[src/include/ptu_regs.vh]
// Register offsets, field positions, reset values and counts of the periodic tick unit.
// Assumes an APB slave with 32-bit data, one register per aligned word.
// Function
// - Counter held at zero while run is low; setting run restarts counting from zero.
// - Fifteen divider stages, eight of them selectable as event tap.
// - Overflow at selected tap sets the flag; direct writes cannot set or clear it.
// - Flag with interrupt enable set raises a CPU request; with it disabled the status bank and its own enable can still raise one.
// - Flag clear bit is write-only, reads zero; one clears flag, zero ignored.
// - First event comes after about half a period, later ones exactly one period.
// - Rate select codes 0..7 divide by 32768,8192,2048,128,64,32,16,8.
// - Reset clears run and interrupt enable; counter zero, interrupt masked.
// - In wait mode counting continues; control register not reachable by CPU.
// - In stop mode unit runs only when oscillator is kept alive in stop.
// - Without oscillator in stop the unit is idle; register unreachable in stop.
// - Counter advances on crystal reference clock, meant to be 32.768 kHz.
`ifndef PTU_REGS_VH
`define PTU_REGS_VH

// Byte offsets
`define PTU_CTRL_OFF     12'h000
`define PTU_IRQ_STAT_OFF 12'h004
`define PTU_IRQ_EN_OFF   12'h008
`define PTU_IRQ_CLR_OFF  12'h00c

// Control register fields
`define PTU_F_FLAG       7
`define PTU_F_RATE_HI    6
`define PTU_F_RATE_LO    4
`define PTU_F_CLEAR      3
`define PTU_F_IEN        2
`define PTU_F_RUN        1

// Reset values and counter size
`define PTU_CTRL_RST     8'h00
`define PTU_DIV_STAGES   15

`endif

[src/ptu_sync.v]
// Three-stage synchroniser with agreement filter for one pin-level input.
// Assumes the input is asynchronous to pclk.
`timescale 1ns/1ps
module ptu_sync (
  input  wire pclk,     // System clock
  input  wire presetn,  // Async reset, active low
  input  wire din,      // Asynchronous input
  output reg  dout      // Filtered level
);
  reg s1_r;
  reg s2_r;
  reg s3_r;

  // Stage one feeds only stage two; change counts once stages two and three agree
  always @(posedge pclk or negedge presetn) begin
    if (!presetn) begin
      s1_r <= 1'b0;
      s2_r <= 1'b0;
      s3_r <= 1'b0;
      dout <= 1'b0;
    end else begin
      s1_r <= din;
      s2_r <= s1_r;
      s3_r <= s2_r;
      if (s2_r == s3_r) begin
        dout <= s3_r;
      end
    end
  end
endmodule // ptu_sync

[src/ptu_top.v]
// Periodic tick unit: crystal divider, tap select, tick flag and APB registers.
// Assumes the crystal reference and low-power mode levels arrive asynchronously on pins.
`timescale 1ns/1ps
`include "ptu_regs.vh"
module ptu_top (
  input  wire        pclk,              // APB clock, 100 MHz
  input  wire        presetn,           // Async reset, active low
  input  wire        psel,              // APB select
  input  wire        penable,           // APB access phase
  input  wire        pwrite,            // APB direction
  input  wire [11:0] paddr,             // APB byte address
  input  wire [31:0] pwdata,            // APB write data
  output reg  [31:0] prdata,            // APB read data
  output reg         pready,            // APB ready
  output reg         pslverr,           // APB error
  input  wire        crystal_ref_clock, // Crystal reference, sampled
  input  wire        wait_mode,         // CPU in wait mode
  input  wire        stop_mode,         // CPU in stop mode
  input  wire        osc_keep_in_stop,  // Oscillator kept alive in stop
  output reg         tick_irq           // Level interrupt request
);
  wire                       xtal_s;
  wire                       wait_s;
  wire                       stop_s;
  wire                       osc_s;
  reg                        xtal_d_r;
  reg  [`PTU_DIV_STAGES-1:0] div_r;
  reg  [`PTU_DIV_STAGES-1:0] div_nxt;
  reg                        tick_run_r;
  reg                        tick_irq_enable_r;
  reg  [2:0]                 tick_rate_select_r;
  reg                        tick_flag_r;
  reg                        ov_stat_r;
  reg                        ov_en_r;
  reg  [3:0]                 tap_idx;
  wire                       xtal_rise;
  wire                       counting;
  wire                       tick_evt;
  wire                       setup;
  wire                       access;
  wire                       wr_ok;
  wire                       bus_blocked;
  wire [7:0]                 ctrl_rd;

  // Pins cross into pclk through three-stage filters
  ptu_sync u_sx (.pclk(pclk), .presetn(presetn), .din(crystal_ref_clock), .dout(xtal_s));
  ptu_sync u_sw (.pclk(pclk), .presetn(presetn), .din(wait_mode),         .dout(wait_s));
  ptu_sync u_ss (.pclk(pclk), .presetn(presetn), .din(stop_mode),         .dout(stop_s));
  ptu_sync u_so (.pclk(pclk), .presetn(presetn), .din(osc_keep_in_stop),  .dout(osc_s));

  // Crystal edge acts as the counter's enable pulse
  always @(posedge pclk or negedge presetn) begin
    if (!presetn) begin
      xtal_d_r <= 1'b0;
    end else begin
      xtal_d_r <= xtal_s;
    end
  end
  assign xtal_rise = xtal_s & ~xtal_d_r;

  // Stop freezes the counter unless the oscillator is kept alive; wait does not
  assign counting = tick_run_r & xtal_rise & (~stop_s | osc_s);

  // Tap index per rate code: divider 2^(idx+1)
  always @* begin
    case (tick_rate_select_r)
      3'h0:    tap_idx = 4'he;
      3'h1:    tap_idx = 4'hc;
      3'h2:    tap_idx = 4'ha;
      3'h3:    tap_idx = 4'h6;
      3'h4:    tap_idx = 4'h5;
      3'h5:    tap_idx = 4'h4;
      3'h6:    tap_idx = 4'h3;
      default: tap_idx = 4'h2;
    endcase
  end

  // Event when the selected tap bit rises: first after half a period
  assign tick_evt = counting & ~div_r[tap_idx] & div_nxt[tap_idx];

  // Divider chain, cleared while run is low
  always @* begin
    div_nxt = div_r + {{(`PTU_DIV_STAGES-1){1'b0}}, 1'b1};
  end
  always @(posedge pclk or negedge presetn) begin
    if (!presetn) begin
      div_r <= {`PTU_DIV_STAGES{1'b0}};
    end else if (!tick_run_r) begin
      div_r <= {`PTU_DIV_STAGES{1'b0}};
    end else if (counting) begin
      div_r <= div_nxt;
    end
  end

  // Bus decode; CPU cannot reach the registers in wait or stop
  assign setup       = psel & ~penable;
  assign access      = psel & penable & pready;
  assign bus_blocked = wait_s | stop_s;
  assign wr_ok       = access & pwrite & ~bus_blocked;

  // Control fields; rate writes while running are accepted, software avoids them
  always @(posedge pclk or negedge presetn) begin
    if (!presetn) begin
      tick_run_r         <= 1'b0;
      tick_irq_enable_r  <= 1'b0;
      tick_rate_select_r <= 3'h0;
    end else if (wr_ok && paddr == `PTU_CTRL_OFF) begin
      tick_run_r         <= pwdata[`PTU_F_RUN];
      tick_irq_enable_r  <= pwdata[`PTU_F_IEN];
      tick_rate_select_r <= pwdata[`PTU_F_RATE_HI:`PTU_F_RATE_LO];
    end
  end

  // Tick flag: set by event, cleared only by writing one to the clear bit; set wins
  always @(posedge pclk or negedge presetn) begin
    if (!presetn) begin
      tick_flag_r <= 1'b0;
    end else if (tick_evt) begin
      tick_flag_r <= 1'b1;
    end else if (wr_ok && paddr == `PTU_CTRL_OFF && pwdata[`PTU_F_CLEAR]) begin
      tick_flag_r <= 1'b0;
    end
  end

  // Sticky status of tick events, separate enable, write-one-to-clear
  always @(posedge pclk or negedge presetn) begin
    if (!presetn) begin
      ov_stat_r <= 1'b0;
      ov_en_r   <= 1'b0;
    end else begin
      if (tick_evt) begin
        ov_stat_r <= 1'b1;
      end else if (wr_ok && paddr == `PTU_IRQ_CLR_OFF && pwdata[0]) begin
        ov_stat_r <= 1'b0;
      end
      if (wr_ok && paddr == `PTU_IRQ_EN_OFF) begin
        ov_en_r <= pwdata[0];
      end
    end
  end

  // Level request from flag with its enable, or the status bank
  always @(posedge pclk or negedge presetn) begin
    if (!presetn) begin
      tick_irq <= 1'b0;
    end else begin
      tick_irq <= (tick_flag_r & tick_irq_enable_r) | (ov_stat_r & ov_en_r);
    end
  end

  // Control read image: clear bit and bit 0 read zero
  assign ctrl_rd = {tick_flag_r, tick_rate_select_r, 1'b0,
                    tick_irq_enable_r, tick_run_r, 1'b0};

  // APB: no wait state, ready the cycle after setup, reads registered, unmapped or blocked gives error
  always @(posedge pclk or negedge presetn) begin
    if (!presetn) begin
      pready  <= 1'b0;
      pslverr <= 1'b0;
      prdata  <= 32'h0000_0000;
    end else if (setup) begin
      pready  <= 1'b1;
      pslverr <= 1'b0;
      prdata  <= 32'h0000_0000;
      if (bus_blocked) begin
        pslverr <= 1'b1;
      end else if (paddr == `PTU_CTRL_OFF) begin
        prdata <= {24'h00_0000, ctrl_rd};
      end else if (paddr == `PTU_IRQ_STAT_OFF) begin
        prdata <= {31'h0000_0000, ov_stat_r};
      end else if (paddr == `PTU_IRQ_EN_OFF) begin
        prdata <= {31'h0000_0000, ov_en_r};
      end else if (paddr == `PTU_IRQ_CLR_OFF) begin
        prdata <= 32'h0000_0000;
      end else begin
        pslverr <= 1'b1;
      end
    end else begin
      pready  <= 1'b0;
      pslverr <= 1'b0;
    end
  end
endmodule // ptu_top

[config.mk]
export PLATFORM = sky130hd
export DESIGN_NAME = ptu_top
export DESIGN_NICKNAME = d
export VERILOG_FILES = /design/src/ptu_sync.v /design/src/ptu_top.v
export VERILOG_INCLUDE_DIRS = /design/src /design/src/include
export SDC_FILE = /design/constraint.sdc
export NUM_CORES = 1
export LEC_CHECK = 0
export BUFFER_PORTS_ARGS = -buffer_cell sky130_fd_sc_hd__buf_2
export CAP_MARGIN = 20
export CORE_MARGIN = 5
export CORE_UTILIZATION = 49
export DETAILED_ROUTE_END_ITERATION = 8
export PLACE_DENSITY = 0.77
export REMOVE_ABC_BUFFERS = 1
export SLEW_MARGIN = 20
export SYNTH_ARGS = -nofsm -noshare
export SYNTH_HDL_FRONTEND = slang
export SYNTH_SLANG_ARGS = --single-unit
[constraint.sdc]
create_clock -name pclk -period 2.6 [get_ports pclk]
set_clock_uncertainty 0.05 [all_clocks]
set_input_delay 0.39 -clock pclk [delete_from_list [all_inputs] [get_ports pclk]]
set_output_delay 0.39 -clock pclk [all_outputs]
set_load 0.005 [all_outputs]
# Yosys cells after proc, flatten, opt, wreduce, memory -nomap -nowiden
# Cells that the tools add are included.
dict set report word_totals {
  ff_bits 75
  elab_cells 95
  out_inout_bits 35
  in_bits 53
}
dict set report classes {
  order_cmp 1
  muxes 22
  add_sub_neg 1
  eq_ne 14
  reduce_logical 9
  bitwise 20
}
# op count
set ops {}
lappend ops {{15-bit two-way mux} 2}
lappend ops {{4-bit one-hot mux with 7 select lines} 1}
lappend ops {{12-bit by 4-bit equality test with 1-bit output (second input constant)} 2}
lappend ops {{8-bit two-way mux} 2}
lappend ops {{15-bit by 1-bit adder with 15-bit output (second input constant)} 1}
lappend ops {{1-bit two-way mux} 15}
lappend ops {{1-bit AND} 12}
lappend ops {{12-bit by 3-bit equality test with 1-bit output (second input constant)} 1}
lappend ops {{12-bit zero test} 1}
lappend ops {{3-bit equality test (second input constant)} 3}
lappend ops {{1-bit binary-select mux with 4-bit select} 2}
lappend ops {{3-bit by 2-bit equality test with 1-bit output (second input constant)} 2}
lappend ops {{1-bit logical AND} 5}
lappend ops {{4-bit by 5-bit < comparator with 1-bit output (second input constant)} 1}
lappend ops {{1-bit NOT} 5}
lappend ops {{1-bit equality test} 4}
lappend ops {{2-bit nonzero test} 2}
lappend ops {{3-bit by 1-bit equality test with 1-bit output (second input constant)} 1}
lappend ops {{3-bit zero test} 1}
lappend ops {{1-bit bitwise OR} 3}
lappend ops {{2-bit by 1-bit != test with 1-bit output (second input constant)} 1}

# Longest topological paths before layout
dict set report logic_depth {
  ltp_word 8
  mapped_depth 6
  ltp_nobuf 6
}

# Cells and area by module
# A second synthesis with hierarchy kept.
dict set report unflattened {
  hier_cells 216
  area_unflattened_um2 2414.8
}
# mod instances seq_area_each_um2 area_per_inst_um2 cells_each
set modules_own_cells {}
lappend modules_own_cells {ptu_top 1 850.8 1969.4 196}
lappend modules_own_cells {ptu_sync 4 100.1 111.4 5}

# Worst setup path after synthesis
# Ideal clock, no wire load.
dict set report synth_timing {
  kind {reg2reg}
  startpoint {reg div_r[0]}
  endpoint {reg ov_stat_r}
  setup_time_ns 0.064
  stages_incl_launch_ff 7
  path_buffers 0
  setup_slack_ns 0.712
  t_arrival_ns 1.773
  period_less_slack_ns 1.888
  required_time_ns 2.486
  path_cell_list {dfrtp_1 ha_1 nand3_2 or4b_1 o311a_1 nor4_2 a21o_1}
}
dict set report synth_via {
  elab_chain_cells 6
  elab_cells_between_ends 10
  classes_between {add/sub: 1; mux: 5; bitwise: 3; reduce/logical: 1}
}
# element line
set synth_rtl {}
lappend synth_rtl {{from (decl)} ptu_top.v:27} ;# reg [`PTU_DIV_STAGES-1:0] div_r;
lappend synth_rtl {{from (signal assigned)} ptu_top.v:87} ;# div_r <= {`PTU_DIV_STAGES{1'b0}};
lappend synth_rtl {{from (signal assigned)} ptu_top.v:89} ;# div_r <= {`PTU_DIV_STAGES{1'b0}};
lappend synth_rtl {{from (signal assigned)} ptu_top.v:91} ;# div_r <= div_nxt;
lappend synth_rtl {{branches (longest 4 deep; another with 15-bit by 1-bit adder with 15-bit output)} -}
lappend synth_rtl {{1-bit AND *} ptu_top.v:79} ;# assign tick_evt = counting & ~div_r[tap_idx] & div_nxt[tap_idx];
lappend synth_rtl {{1-bit two-way mux or 2-bit nonzero test (tied branches)} -}
lappend synth_rtl {{to (signal assigned)} ptu_top.v:128} ;# ov_stat_r <= 1'b0;
lappend synth_rtl {{to (signal assigned)} ptu_top.v:132} ;# ov_stat_r <= 1'b1;
lappend synth_rtl {{to (signal assigned)} ptu_top.v:134} ;# ov_stat_r <= 1'b0;
lappend synth_rtl {{to (decl)} ptu_top.v:33} ;# reg ov_stat_r;
# Mark *: on every way between the ends. The select of a mux whose other input is x is not followed.
# A chain may end at the register's enable or synchronous reset.

# Worst setup path in the final report
# Same ends and word-level chain as after synthesis.

==> results <==
- The complex-gate fraction of the synthesized area is about 7.4%.
- The analysis attributes to net switching a power of 327.4 µW.
- Summing all placed instances gives a cell area of 0.002556 mm².
- In the final routed layout, each cell accounts on average for 12.38 µm.
- After synthesis, the netlist uses 44 different library cells.
- The total placed cells including tap cells is 316.
- Excluding fillers, the count of instances in the completed layout stands at 324.
- The synthesized netlist devotes 5.158% of its cell area to XOR and XNOR gates.
- The violation count after the first detailed-route iteration is 73.
- Of the post-synthesis cell area, the dominant cell type holds 52.63%.
- Final hold analysis gives a worst-case slack of -2.307 ps.
- Global routing used 14.39% of the available tracks.
- The number of maximum-capacitance constraint violations is 0.
- On the worst path, the slowest cell contributes a delay of around 530 ps.
- TritonCTS built the clock tree.
- The number of flip-flops in the largest register is 15.
- Of all nets on the critical path, the largest fanout is 8.
- The path type of the worst min-delay path is in -> async.
- The H-tree was split into 2 levels.
- The startpoint of the most critical register-to-register path is div_r[0].
- The top achievable clock speed is 470.0 MHz.
- Of the total power, the share spent switching nets is 24.22%.
- Timing analysis after detailed placement gives a worst setup slack of 487.1 ps.
- The run finished, with violations left.
- Counting every instance in the synthesized netlist gives 213.
- The register bit total from synthesis is 50.
- The clock network is responsible for 35.1% of the overall power.
- The area overhead of the layout relative to synthesis is 11.74%.
- The post-detailed-route count of antenna-violating nets is 0.
- On the critical path the largest part of the delay comes from simple AND/OR/NAND/NOR gates.
- The cell taking the most area after synthesis is dfrtp_1.
- Per report_power, the sequential group accounts for around three fifths of the total.
- Once the clock tree was built, the setup fixing pass inserted 0 buffers.
- The fraction of registers with async set or reset after synthesis is between 90% and 100%.
- The final setup violation count is 0.
- In the synthesized netlist, the cells that appear most often are dfrtp_1, buf_4, and2_1, nand2_1, nor4_1.
- The met2 layer usage reported by global route is 23.79%.
- The basic-gate share of the synthesized area counting and, or, nand and nor cells is between 10% and 20%.
- met2 is the most crowded layer.
- The via count normalized by instance count is 5.096.
- Dividing the final minimum period by the clock period gives 81.84%.
- VDD sags by at most 391.9 µV.
- The number of antenna diodes in the final layout is 0.
- The tree is rooted in a clkbuf_8.
- The final-layout setup total negative slack is 0 ps.
- The share of the Yosys chip area taken by registers is 52.63%.
- The initial utilization of the core area, before any placement, comes to roughly 50%.
- The largest registers in the layout are div_r: 15 flops, prdata: 7 flops, tick_rate_select_r: 3 flops.
- In the final layout, the share of cells above drive strength 1 is 24.51%.
- The mean instance size in the synthesized netlist is around 11 µm².
- The number of gates resized after CTS was 0.
- The register with the most flip-flops is div_r.
- Setup repair after global routing left no endpoint under its margin.
- After layout, the worst setup slack is 472.1 ps.
- The die covers between 0.006 and 0.007 mm².
- Power spread over the standard cell area amounts to 508.9 mW/mm².
- In this run the number of cells on the critical path is 6.
- Once layout is done, the placed cells without fillers occupy 0.002656 mm².
- The critical setup path kind is reg -> reg.
- The worst register-to-register path has a depth of 6.
- The floorplan step set the die width to 79.66 µm.
- The final reports fail on hold timing.
- By area, the combinational part of the netlist is dominated by simple AND/OR/NAND/NOR gates.
- Counting flops with a built-in enable in the synthesized netlist gives 0.
- The clock transition at the register clock pins on the worst setup and hold paths after CTS is 100 ps.
- The number of placement rows is 25.
- For met3 alone, demand over resource in global routing was under 10%.
- The final weighted congestion of routability-driven global placement is 0.8121.
- For the pin with the worst max-slew slack, the measured transition is 545.4 ps.
- The leakage power of the design is 1.287 nW.
- Counting both buffers and inverters, the worst setup path holds a total of 0.
- After detailed routing, the number of remaining DRC violations is 0.
- The number of antenna violations at the first check in global routing came to 0.
- After Yosys synthesis, full adders, half adders and majority gates account for approximately 2.2% of the synthesized area.
- Headroom to the max-slew limit came out at about 64%.
- The Yosys step of the flow raised 0 warnings.
- The critical path startpoint category is a flop.
- The pre-antenna-repair detailed-routing pass consisted of 4 iterations.
- The number of global-route vias before repair is about 1,600.
- The number of hold-slack violations in the final timing report was 1.
- The first-pass GRT wire length is 7.251 mm.
- Summed over all layers, the global routing overflow is 0.
- The clock drives 50 sinks.
- Cell internal power was estimated by the tool at 1.024 mW.
- The post-route minimum period is roughly 2100 ps.
- The library cell contributing the largest single delay on the critical path is or4b_1.
- Counting along the longest clock path gives a buffer depth of 2.
- The synthesized cell area is 0.002377 mm².
- The total count of max-transition violations in the final report is 0.
- The number of vias after detailed routing is 1,651.
- By area the synthesized netlist is led by dfrtp_1, buf_4, and2_1.
- The kind of capture point of the worst setup path is a flop.
- The launch point of the worst path is div_r[0].
- The data required time at the worst endpoint is 2800 ps.
- The number of port buffers is 37.
- From bottom edge to top edge, the die measures 79.66 µm.
- The most frequent cell after synthesis is dfrtp_1.
- The detailed placer's ending HPWL is approximately 3.0 mm.
- The core region area is 0.004723 mm².
- After the last flow step, the layout net total stands at 310.
- The aggregate routed wire length is roughly 4 mm.
- In this run, the combinational gates consume 5.4% of the power.
- In this run the count of I/O pins placed on the die edge is between 80 and 90.
- For this design, the CTS-stage hold fixing added 0 buffers.
- Walking the worst path, the cells encountered are ha_1 -> nand3_2 -> or4b_1 -> o311a_1 -> nor4_2 -> a21o_1.
- The most frequently used flop master after synthesis is dfrtp_1.
- The number of buffers inserted during clock tree synthesis is 5.
- After synthesis, the share of cell area in mux cells is 3.737%.
- Entering global routing, the biggest net connects 47 pins.
- At the worst endpoint, the arrival time is 2330 ps.
- The final design utilization is 56.24%.
- The clock latency on the worst-skew pair is 310 ps.
- The global routing usage on met1 is 18.12%.
layout by cell type, fill, tap and decap left out, types with 2 or more instances in the layout:
master,synthesis,final
nor4_1,11,11
mux2_2,7,7
nand2b_1,3,3
xnor2_1,6,6
a21oi_1,2,2
xor2_1,8,8
buf_2,0,36
inv_1,4,4
a21boi_0,2,2
a31oi_1,2,2
and2_1,13,13
nand3_1,5,5
dfrtp_1,50,50
maj3_1,4,4
nor3_1,7,7
a22o_1,7,7
clkbuf_8,0,5
buf_4,26,6
conb_1,1,25
and4b_2,2,2
nand2_1,12,12
a21o_1,2,2
nand4_1,6,6
nor2_1,9,9
per-layer routing:
metal,part of all wire [%],up-vias
li1,-,789
met1,42,789
met2,48,68
met3,9.1,5
met4,1.6,0
met5,0,-
per-stage QoR:
step | total power, mW | hold WS [ps]
after global placement | 0.8910 | 282.1
final | 1.352 | -2.307
after detailed placement | 0.8943 | 285.8
after floorplan | 0.8461 | 44.41
after CTS | 1.374 | 114.0
after global routing | 1.420 | 53.24
cell type report:
| type | count | area [µm²] |
|---|---|---|
| fill | 398 | 2067 |
| sequential | 50 | 1251 |
| inverter | 4 | 15.01 |
| multi-input combinational | 153 | 983.4 |
| clock inverter | 3 | 28.78 |
| clock buffer | 5 | 68.82 |
| tap | 67 | 83.83 |
| timing repair buffer | 42 | 225.2 |
power by group through the flow:
stage | combinational [mW] | clock, mW | sequential (mW)
after detailed placement | 0.0740 | 0 | 0.820
after global routing | 0.0859 | 0.527 | 0.807
after floorplan | 0.0281 | 0 | 0.818
after CTS | 0.0738 | 0.496 | 0.805
final | 0.0734 | 0.474 | 0.804
after global placement | 0.0720 | 0 | 0.819
logic make-up (layout without fill, tap and decap cells):
group / count (synthesis) / in the layout
AOI/OAI and AO/OA: 23 / 23
other: 1 / 25
DFF: 50 / 50
and+or+nand+nor: 78 / 78
buffers and inverters: 34 / 54
adders and majority gates: 5 / 5
muxes: 8 / 8
xor gates and xnor gates: 14 / 14
worst paths after layout:
kind / slack (ps) / end
setup / recovery: 470 / ov_stat_r
hold / removal: -2 / div_r[10]
setup reg to reg: 470 / ov_stat_r
hold reg to reg: 300 / u_so.s2_r
max in group asynchronous: 2020 / tick_rate_select_r[1]
min in group pclk: 130 / u_so.s1_r
Power figures use the tool's default switching activity.
